--- config.mk ---
export PLATFORM = sky130hd
export DESIGN_NAME = dcm_control
export DESIGN_NICKNAME = d
export VERILOG_FILES = /design/src/hdl/dcm_pkg.sv /design/src/hdl/dcm_sync.sv /design/src/hdl/dcm_toggle.sv /design/src/hdl/dcm_control.sv
export SDC_FILE = /design/constraint.sdc
export NUM_CORES = 1
export LEC_CHECK = 0
export BUFFER_PORTS_ARGS = -buffer_cell sky130_fd_sc_hd__buf_4
export CORE_MARGIN = 2
export CORE_UTILIZATION = 49
export CTS_CLUSTER_SIZE = 12
export DETAILED_ROUTE_END_ITERATION = 10
export PLACE_DENSITY = 0.78
export SLEW_MARGIN = 40
export SYNTH_ARGS = -nofsm -noshare
export SYNTH_HDL_FRONTEND = slang
export SYNTH_HIERARCHICAL = 1
export SYNTH_SLANG_ARGS = --single-unit
--- constraint.sdc ---
create_clock -name core_clk -period 2.1 [get_ports core_clk]
set_input_delay 0.42 -clock core_clk [delete_from_list [all_inputs] [get_ports core_clk]]
set_output_delay 0.42 -clock core_clk [all_outputs]
set_load 0.1 [all_outputs]
--- src/hdl/dcm_pkg.sv ---
// Constants and field layout of the converter configuration and monitor-select block
// Function
// [RL1] Select bits 00 reach special-function commands by address
// [RL2] Configuration register is command 01100, data field
// [RL3] Read/write bit zero writes, one reads back
// [RL4] Bit 13: power-down output high-Z or load
// [RL5] Bit 12 picks internal reference 2.5/1.25 V
// [RL6] Bit 11 boosts output amplifier bias
// [RL7] Bit 10 picks internal or external reference
// [RL8] Internal reference level follows bit 12
// [RL9] Bit 9 enables monitor routing
// [RL10] Monitor disabled holds monitor output high-Z
// [RL11] Bit 8 thermal trip powers down amplifiers
// [RL12] Soft power-up recovers only once cool
// [RL13] Bits 7, 6, 1, 0 ignored
// [RL14] Bits 5..2 enable toggle groups
// [RL15] Group n covers channels 8n..8n+7
// [RL16] Enabled channels alternate A/B on load
// [RL17] Monitor select is command 01010, top six bits
// [RL18] Host enables monitor before selecting channel
// [RL19] Codes 0-31 channels, 32-35 external inputs
// [RL20] Code 63 makes monitor output high-Z
// [RL21] Readback returns written defined bits, unused zero
package dcm_pkg;

    // ****************************************************************
    // Command word layout
    // ****************************************************************
    localparam int CFG_W   = 14;
    localparam int DATA_W  = 14;
    localparam int CA_W    = 5;
    localparam int MON_W   = 6;
    localparam int CHAN_N  = 32;
    localparam int GROUP_N = 4;
    localparam int GROUP_SIZE = 8;
    localparam int MON_FIELD_LO = 8;
    localparam int CHAN_IDX_W = 5;
    localparam int EXT_IDX_W  = 2;

    localparam logic [1:0]      REGSEL_SFR     = 2'h0;
    localparam logic [CA_W-1:0] SFR_CONFIG     = 5'h0C;
    localparam logic [CA_W-1:0] SFR_MONITOR    = 5'h0A;
    localparam logic [CA_W-1:0] SFR_POWER_DOWN = 5'h08;
    localparam logic [CA_W-1:0] SFR_POWER_UP   = 5'h09;
    localparam logic [CA_W-1:0] SFR_SOFT_RESET = 5'h0F;

    // ****************************************************************
    // Configuration register fields
    // ****************************************************************
    localparam int CFG_PD_LOAD   = 13;
    localparam int CFG_REF_LEVEL = 12;
    localparam int CFG_BOOST     = 11;
    localparam int CFG_INT_REF   = 10;
    localparam int CFG_MON_EN    = 9;
    localparam int CFG_THERM_EN  = 8;
    localparam int CFG_TOGGLE_LO = 2;

    localparam logic [CFG_W-1:0] CFG_DEFINED_MASK = 14'h3F3C;
    localparam logic [CFG_W-1:0] CFG_RESET_BASE   = 14'h2000;
    localparam logic [CFG_W-1:0] CFG_REF_BIT      = 14'h1000;

    // ****************************************************************
    // Monitor address codes
    // ****************************************************************
    localparam logic [MON_W-1:0] MON_EXT_BASE = 6'h20;
    localparam logic [MON_W-1:0] MON_EXT_LAST = 6'h23;
    localparam logic [MON_W-1:0] MON_TRISTATE = 6'h3F;

endpackage : dcm_pkg

--- src/hdl/dcm_sync.sv ---
// Two-stage synchroniser for pin inputs
`timescale 1ns/1ps
module dcm_sync #(
    parameter int W = 1
) (
    input  wire logic         core_clk,
    input  wire logic         rst_n,
    input  wire logic [W-1:0] asyncIn,
    input  wire logic [W-1:0] resetLevel,
    output logic      [W-1:0] syncOut
);
    typedef struct packed {
        logic [W-1:0] stage1;
        logic [W-1:0] stage2;
    } dcm_sync_t;

    dcm_sync_t s_r;
    dcm_sync_t s_nxt;

    always_comb begin
        s_nxt        = s_r;
        s_nxt.stage1 = asyncIn;
        s_nxt.stage2 = s_r.stage1;
    end

    // Reset to the pin's idle level so no false edge follows reset
    always_ff @(posedge core_clk) begin
        if (!rst_n) begin
            s_r <= '{stage1: resetLevel, stage2: resetLevel};
        end else begin
            s_r <= s_nxt;
        end
    end

    assign syncOut = s_r.stage2;
endmodule : dcm_sync

--- src/hdl/dcm_toggle.sv ---
// Per-channel A/B toggle selection driven by the load strobe
`timescale 1ns/1ps
module dcm_toggle
    import dcm_pkg::*;
(
    input  wire logic              core_clk,
    input  wire logic              rst_n,
    input  wire logic              loadPulse,
    input  wire logic [GROUP_N-1:0] groupEn,
    output logic      [CHAN_N-1:0]  useB
);
    typedef struct packed {
        logic [CHAN_N-1:0] useB;
    } dcm_toggle_t;

    dcm_toggle_t       s_r;
    dcm_toggle_t       s_nxt;
    logic [CHAN_N-1:0] togNext;

    // A disabled group falls back to the A register
    for (genvar i = 0; i < CHAN_N; i++) begin : g_chan
        assign togNext[i] = !groupEn[i / GROUP_SIZE] ? 1'b0 :       // RL15
                            (loadPulse ? ~s_r.useB[i] : s_r.useB[i]); // RL16
    end

    always_comb begin
        s_nxt      = s_r;
        s_nxt.useB = togNext;
    end

    always_ff @(posedge core_clk) begin
        if (!rst_n) begin
            s_r <= '0;
        end else begin
            s_r <= s_nxt;
        end
    end

    assign useB = s_r.useB;
endmodule : dcm_toggle

--- src/hdl/dcm_control.sv ---
// Configuration register, power control and monitor select of the converter
`timescale 1ns/1ps
module dcm_control
    import dcm_pkg::*;
#(
    parameter logic REF_DEFAULT_HIGH = 1'b1
) (
    input  wire logic               core_clk,
    input  wire logic               rst_n,
    input  wire logic               cmdValid,
    input  wire logic               cmdReadWrite,
    input  wire logic               regSelectHi,
    input  wire logic               regSelectLo,
    input  wire logic [CA_W-1:0]    commandAddress,
    input  wire logic [DATA_W-1:0]  cmdData,
    input  wire logic               overTempPin,
    input  wire logic               loadOutputs_n,
    output logic      [DATA_W-1:0]  readData,
    output logic                    readValid,
    output logic                    pdOutputLoadSel,
    output logic                    refLevelSel,
    output logic                    ampBoostEn,
    output logic                    internalRefEn,
    output logic                    refOutputHigh,
    output logic                    monitorEn,
    output logic                    thermalShutdownEn,
    output logic      [GROUP_N-1:0] toggleGroupEn,
    output logic                    ampPowerDown,
    output logic                    thermalTripped,
    output logic                    monitorRouteChan,
    output logic      [CHAN_IDX_W-1:0] monitorChannel,
    output logic                    monitorRouteExt,
    output logic      [EXT_IDX_W-1:0]  externalMonitorSel,
    output logic                    monitorOutputOe,
    output logic                    channelLoad,
    output logic      [CHAN_N-1:0]  channelSelectB
);
    localparam logic [CFG_W-1:0] CFG_DEFAULT =
        CFG_RESET_BASE | (REF_DEFAULT_HIGH ? CFG_REF_BIT : '0);

    typedef struct packed {
        logic [CFG_W-1:0]      cfg;
        logic [MON_W-1:0]      monSel;
        logic                  softPd;
        logic                  thermTrip;
        logic                  loadPrev;
        logic                  loadPulse;
        logic [DATA_W-1:0]     rdData;
        logic                  rdValid;
        logic                  monChan;
        logic                  monExt;
        logic                  monOe;
        logic [CHAN_IDX_W-1:0] monIdx;
        logic [EXT_IDX_W-1:0]  extIdx;
    } dcm_core_t;

    localparam dcm_core_t CORE_RESET = '{
        cfg:       CFG_DEFAULT,
        monSel:    MON_TRISTATE,
        softPd:    1'b0,
        thermTrip: 1'b0,
        loadPrev:  1'b1,
        loadPulse: 1'b0,
        rdData:    '0,
        rdValid:   1'b0,
        monChan:   1'b0,
        monExt:    1'b0,
        monOe:     1'b0,
        monIdx:    '0,
        extIdx:    '0
    };

    dcm_core_t  s_r;
    dcm_core_t  s_nxt;
    logic [1:0] pinSync;
    logic       overTemp;
    logic       loadLevel;
    logic       isSfr;
    logic       powered;

    // ****************************************************************
    // Pin synchronisers
    // ****************************************************************
    dcm_sync #(
        .W (2)
    ) u_sync (
        .core_clk   (core_clk),
        .rst_n      (rst_n),
        .asyncIn    ({overTempPin, loadOutputs_n}),
        .resetLevel (2'h1),
        .syncOut    (pinSync)
    );

    assign overTemp  = pinSync[1];
    assign loadLevel = pinSync[0];

    // ****************************************************************
    // Command decode and state update
    // ****************************************************************
    assign isSfr   = cmdValid && ({regSelectHi, regSelectLo} == REGSEL_SFR); // RL1
    assign powered = !(s_r.softPd || s_r.thermTrip);

    always_comb begin
        s_nxt           = s_r;
        s_nxt.rdValid   = 1'b0;
        s_nxt.loadPrev  = loadLevel;
        s_nxt.loadPulse = s_r.loadPrev && !loadLevel;
        if (isSfr) begin
            case (commandAddress)
                SFR_CONFIG: begin                                     // RL2
                    if (cmdReadWrite) begin                           // RL3
                        s_nxt.rdData  = s_r.cfg & CFG_DEFINED_MASK;   // RL21
                        s_nxt.rdValid = 1'b1;
                    end else if (powered) begin
                        s_nxt.cfg = cmdData & CFG_DEFINED_MASK;       // RL13
                    end
                end
                SFR_MONITOR: begin
                    if (!cmdReadWrite && powered) begin
                        s_nxt.monSel = cmdData[DATA_W-1:MON_FIELD_LO]; // RL17
                    end
                end
                SFR_POWER_DOWN: begin
                    if (!cmdReadWrite) begin
                        s_nxt.softPd = 1'b1;
                    end
                end
                SFR_POWER_UP: begin
                    if (!cmdReadWrite) begin
                        s_nxt.softPd = 1'b0;
                        if (!overTemp) begin
                            s_nxt.thermTrip = 1'b0;                   // RL12
                        end
                    end
                end
                SFR_SOFT_RESET: begin
                    if (!cmdReadWrite) begin
                        s_nxt.cfg    = CFG_DEFAULT;
                        s_nxt.monSel = MON_TRISTATE;
                    end
                end
                default: begin
                end
            endcase
        end
        // Trip is applied after the power-up clear so a hot die stays down
        if (s_r.cfg[CFG_THERM_EN] && overTemp) begin
            s_nxt.thermTrip = 1'b1;                                   // RL11
        end
        // Monitor routing decoded one cycle behind the select
        s_nxt.monChan = s_r.monSel < MON_EXT_BASE;                    // RL19
        s_nxt.monExt  = (s_r.monSel >= MON_EXT_BASE) && (s_r.monSel <= MON_EXT_LAST);
        s_nxt.monIdx  = s_r.monSel[CHAN_IDX_W-1:0];
        s_nxt.extIdx  = s_r.monSel[EXT_IDX_W-1:0];
        // Undefined codes also release the pin rather than route garbage
        s_nxt.monOe   = s_r.cfg[CFG_MON_EN] && (s_r.monSel <= MON_EXT_LAST); // RL9 RL10 RL20
    end

    always_ff @(posedge core_clk) begin
        if (!rst_n) begin
            s_r <= CORE_RESET;
        end else begin
            s_r <= s_nxt;
        end
    end

    // ****************************************************************
    // Toggle channel selection
    // ****************************************************************
    dcm_toggle u_toggle (
        .core_clk  (core_clk),
        .rst_n     (rst_n),
        .loadPulse (s_r.loadPulse),
        .groupEn   (s_r.cfg[CFG_TOGGLE_LO +: GROUP_N]),              // RL14
        .useB      (channelSelectB)
    );

    // ****************************************************************
    // Outputs
    // ****************************************************************
    assign readData          = s_r.rdData;
    assign readValid         = s_r.rdValid;
    assign pdOutputLoadSel   = s_r.cfg[CFG_PD_LOAD];                  // RL4
    assign refLevelSel       = s_r.cfg[CFG_REF_LEVEL];                // RL5
    assign ampBoostEn        = s_r.cfg[CFG_BOOST];                    // RL6
    assign internalRefEn     = s_r.cfg[CFG_INT_REF];                  // RL7
    assign refOutputHigh     = s_r.cfg[CFG_INT_REF] && s_r.cfg[CFG_REF_LEVEL]; // RL8
    assign monitorEn         = s_r.cfg[CFG_MON_EN];
    assign thermalShutdownEn = s_r.cfg[CFG_THERM_EN];
    assign toggleGroupEn     = s_r.cfg[CFG_TOGGLE_LO +: GROUP_N];
    assign ampPowerDown      = s_r.softPd || s_r.thermTrip;
    assign thermalTripped    = s_r.thermTrip;
    assign monitorRouteChan  = s_r.monOe && s_r.monChan;
    assign monitorChannel    = s_r.monIdx;
    assign monitorRouteExt   = s_r.monOe && s_r.monExt;
    assign externalMonitorSel = s_r.extIdx;
    assign monitorOutputOe   = s_r.monOe;
    assign channelLoad       = s_r.loadPulse;
endmodule : dcm_control

* Yosys cells after proc, flatten, opt, wreduce, memory -nomap -nowiden
Cells that the tools add are included.
** Word-level totals
- Memories :: 0
- Register bits after elaboration :: 81
- Logic and storage cells :: 110
- Memory bits (writable) :: 0
- Input port bits :: 27
- Memory bits (read-only) :: 0
- Bits in latches :: 0
** Operators by class
- Equality and inequality tests :: 13
- Add/subtract/negate cells :: 0
- $lt $le $gt $ge :: 3
- Multiply operators :: 0
- Bitwise operators :: 32
- Reduce and logical (&&, ||, !) cells :: 29
- Divide/modulo/power cells :: 0
- Mux-type cells :: 14
- Shifts and indexed selects :: 0
** Operator list (number)
- inverter 1 bit :: 32
- two-way mux 14 bit :: 2
- one-hot mux 14 bit (2 select lines) :: 1
- == test 5 x 4 -> 1 bit (second input constant) :: 5
- two-way mux 20 bit :: 1
- inequality test 2 bit (second input constant) :: 7
- one-hot mux 6 bit (2 select lines) :: 1
- AND reduction 4 bit :: 3
- nonzero test 2 bit :: 5
- logical AND 1 bit :: 9
- AND reduction 2 bit :: 4
- greater-or-equal comparator 6 bit (second input constant) :: 1
- <= comparator 6 bit (second input constant) :: 1
- < comparator 6 bit (second input constant) :: 1
- two-way mux 1 bit :: 6
- two-way mux 6 bit :: 1
- AND reduction 3 bit :: 2
- AND reduction 5 bit :: 1
- zero test 1 bit :: 3
- zero test 2 bit :: 1
- two-way mux 2 bit :: 1
- inequality test 2 x 1 -> 1 bit (second input constant) :: 1
- one-hot mux 1 bit (2 select lines) :: 1
- logical OR 1 bit :: 1

* Longest topological paths before layout
- Depth after elaboration :: 5
- Gate-level depth with buffers :: 5
- Mapped depth without buffers :: 4

* Cells and area by module
Netlist, hierarchy kept.
** By module, submodules not included
- dcm_control :: cells each 163, times used 1, area an instance 1619.1 µm²
- dcm_toggle :: cells each 104, times used 1, area an instance 1127.3 µm²
- dcm_sync :: cells each 8, times used 1, area an instance 125.1 µm²

* Least setup slack after synthesis
OpenSTA, ideal clock, no wires.
- Kind :: flip-flop to output port
- Start :: register s_r, in the netlist refLevelSel
- End :: output port refOutputHigh
- Data arrival time :: 1.829 ns
- Cell stages (with the launch flop) :: 2
- Path slack :: -0.149 ns
- Buffers on the path :: 0
- Cell sequence :: dfxtp_1 > and2_1
** Between the ends
- Longest elaborated chain between the ends :: 1
** RTL lines
- from (decl) :: line dcm_control.sv:73 : dcm_core_t s_r;
- from (signal assigned) :: line dcm_control.sv:163 : s_r <= s_nxt;
- logical AND 1 bit :: line dcm_control.sv:187 : assign refOutputHigh = s_r.cfg[CFG_INT_REF] && s_r.cfg[CFG_REF_LEVEL];
- to (decl) :: line dcm_control.sv:24 : output logic refOutputHigh,
Every way passes these cells.

* Worst setup path in the final report
- Start :: register s_r, in the netlist thermalTripped
- End :: register s_r, in the netlist internalRefEn
** Between the ends
- Longest elaborated chain between the ends :: 3
** RTL lines
- logical OR 1 bit :: line dcm_control.sv:101 : assign powered = !(s_r.softPd || s_r.thermTrip);
- inequality test 2 bit (no line)
- AND reduction 5 bit (no line)
Every way passes these cells.
A chain may end at the register's enable or synchronous reset.

==> impl_metrics.toml <==
[outcome]
result_of_the_run = "completed"

[sta]
slew-limit-headroom = 0.522
hold_viol_final = 0
finalSetupTns_ns = 0
setup_viol_count_final = 0
final.hold.worst_slack_ns = 0.296
max_freq_mhz = 575
worst-slew-pin-transition_ns = 0.712
timing.final.crit_period_ns = 1.74
period_share = 0.828
worst_clock_skew_ns = 0.00542
grt_setup_unrepaired = "false"
setup_ws_ns = 0.362
slew_viol_final = 0

[routing]
detailedRoute.firstPassIterationCount = 4
drt_iter0_markers = 51
via_cell_ratio = 4.76
wire_per_inst_um = 13.0
route.vias.total = 2032
finalWirelength_um = 5550
antenna_violating_nets_post_route = 0
route.detailed.drc = 0

[yosys]
yosys_warnings = 6
post_synthesis_cells = 275
mappedNetlistArea_sq_mm = 0.00287
seq_area_frac_synth = 0.523
postSynth.topFlopCell = "dfxtp_1"
synth.avg_cell_area_sq_um = 10.4
yosys_register_bits = 75
number_of_synthesized_flops_with_an_enable_pin = 0
yosys.cell_types.count = 38
share_of_flip_flops_with_an_asynchronous_set_or_reset_after_synthesis = 0

[placement]
dp_cells = 411
buffer_ports.inserted = 89
finalWeightedCongestion = 0.743
hpwlAfterDp_um = 4080
place_worst_setup_slack_ns = 0.220

[critical_path]
worst_path_max_delay_cell = "nor4b_1"
crit-reg2reg-launch = "thermalTripped$_SDFFE_PN0P_"
worst-endpoint-arrival_ns = 1.97
worst_ep_required_time_ns = 2.33
setup.worst_path.start = "thermalTripped$_SDFFE_PN0P_"
critical_path_class = "flop to flop"
worstSetupStartpointType = "flop"
critPathMaxFanout = 10
slowest_delay_ns = 0.47
critical_path.cell_chain = "nor4b_1, and2_1, o21ai_1, a32o_1"
crit_path_end_kind = "flop"

[pwr]
leakage_uw = 0.00158
net-switching-power_uw = 699
p_int_uw = 2310
power_uw = 3010
swShare = 0.232
sequential_fraction_of_design_power = 0.480
clock_power_share = 0.436
power.ir.vdd_worst_v = 0.000552
p_comb_frac = 0.084
power.density_mw_per_mm2 = 827

[cts]
clock_tree_root_driver_cell = "clkbuf_8"
postCtsSetupRepairBufs = 0
clk_pin_slew_worst_paths_ns = 0.08
cts_resized = 0
clock_tree.htree_level_count = 3
cts-hold-fix-buffers = 0
cts_buffers = 9
cts.path.max_buffers = 2
worstSkewPairLatency_ns = 0.33
cts.sink_count = 75
tritoncts = "built"

[finish]
diodes = 0
area_growth_pct = 26.8
multi_input_comb_area_sq_mm = 0.00110
layout.filler_cells = 481
final_common_cell = "buf_4"
final_cell_mix = "92 x buf_4, 74 x dfxtp_1, 52 x nor2_1, 32 x xnor2_1, 10 x mux2i_1"
drive_gt1_frac = 0.341
finalNetCount = 377
finalNonFillerCells = 427
seq_area_sq_mm = 0.00150

[grt]
grt_overflow = 0
number_of_antenna_violations_at_the_first_check_in_global_routing = 0
grt_usage = 0.182
grt_first_pass_wirelength_um = 9010
first_global_vias = 1962
maximum_number_of_pins_on_one_net_before_global_route_repair = 35

[floorplan]
floorplan.initialDensity = 0.515
die_height_um = 80.6
core.rowCount = 27
die-width_um = 80.6
standard_cell_core_area_sq_mm = 0.00557
floorplan.die_area_sq_mm = 0.00649
boundaryPins = 98

[run]
max-cap-violations = 0

[hold_path]
hold_path_startpoint = "cmdData[5]"
hold_path.class = "input port to flop"
## power by group through the flow
stage          registers, uW  logic [uW]  clock network [uW]
2_1_floorplan           1490         213                   0
3_3_place_gp            1480         250                   0
3_5_place_dp            1480         253                   0
4_1_cts                 1450         254                1330
5_1_grt                 1450         269                1400
6_report                1450         253                1310
## worst max-delay path: cells and delay by family (launching register included)
kind | cells | cell delay [ns]
AO/OA/AOI/OAI | 2 | 0.62
flip-flops | 1 | 0.34
AND/OR/NAND/NOR | 2 | 0.67
## final timing paths
kind / end / slack [ns] / depth (start not counted)
worst min register to register: channelLoad$_SDFF_PN0_ / 0.41 / 2
worst min-delay path: toggleGroupEn[3]$_SDFFE_PN0P_ / 0.30 / 2
worst max register to register: internalRefEn$_SDFFE_PN0P_ / 0.36 / 4
worst max-delay path: internalRefEn$_SDFFE_PN0P_ / 0.36 / 4
## state kept, by name, indices dropped and copies added, names as in the netlist, 2 cells and up
register and cells:
s_nxt 5, s_r 5, monitorChannel 5, readData 10, toggleGroupEn 4, u_toggle/useB 32
u_sync/syncOut 2, u_sync/s_nxt 2
## synthesized netlist by cell type, types with 3 or more instances
cell type | instances | share of area
dfxtp_1 | 75 | 0.52
nor2_1 | 52 | 0.068
xnor2_1 | 32 | 0.098
buf_4 | 25 | 0.065
mux2i_1 | 10 | 0.035
and2_1 | 9 | 0.020
a32o_1 | 8 | 0.028
o21ai_1 | 7 | 0.012
nand2_1 | 6 | 0.0078
nor3_1 | 6 | 0.010
inv_1 | 5 | 0.0065
mux2_2 | 4 | 0.016
buf_12 | 3 | 0.021
clkbuf_1 | 3 | 0.0039
nor3b_1 | 3 | 0.0078
## per-layer routing
layer | wire [um] | part of all wire | vias to the layer above | GRT usage
met1 | 2410 | 0.43 | 945 | 0.212
met4 | 89 | 0.016 | 0 | 0.0864
li1 | - | - | 1022 | -
met3 | 328 | 0.059 | 9 | 0.0517
met2 | 2720 | 0.49 | 56 | 0.307
met5 | 0 | 0 | - | 0
## per-stage QoR
stage                     utilization  instance area, sq um
after detailed placement        0.610                  3400
after floorplan                     -                  2900
final                           0.653                  3640
after CTS                       0.653                  3640
after global routing            0.653                  3640
after global placement          0.610                  3400
## logic make-up (layout without fill, tap and decap cells)
group                     after synthesis  after routing  synth area share
AOI/OAI and AO/OA                      23             23            0.0645
xor gates and xnor gates               32             32            0.0976
buffers and inverters                  39            113             0.104
DFF                                    75             75             0.523
muxes                                  14             14            0.0505
other                                   2              8           0.00262
and+or+nand+nor                        90             90             0.158
## final cells by class
type | count | area share
sequential | 75 | 0.413
multi-input combinational | 167 | 0.301
timing repair buffer | 92 | 0.190
clock buffer | 10 | 0.0351
clock inverter | 6 | 0.0313
tap | 72 | 0.0247
inverter | 5 | 0.00515
(Power assumes the default switching activity.)
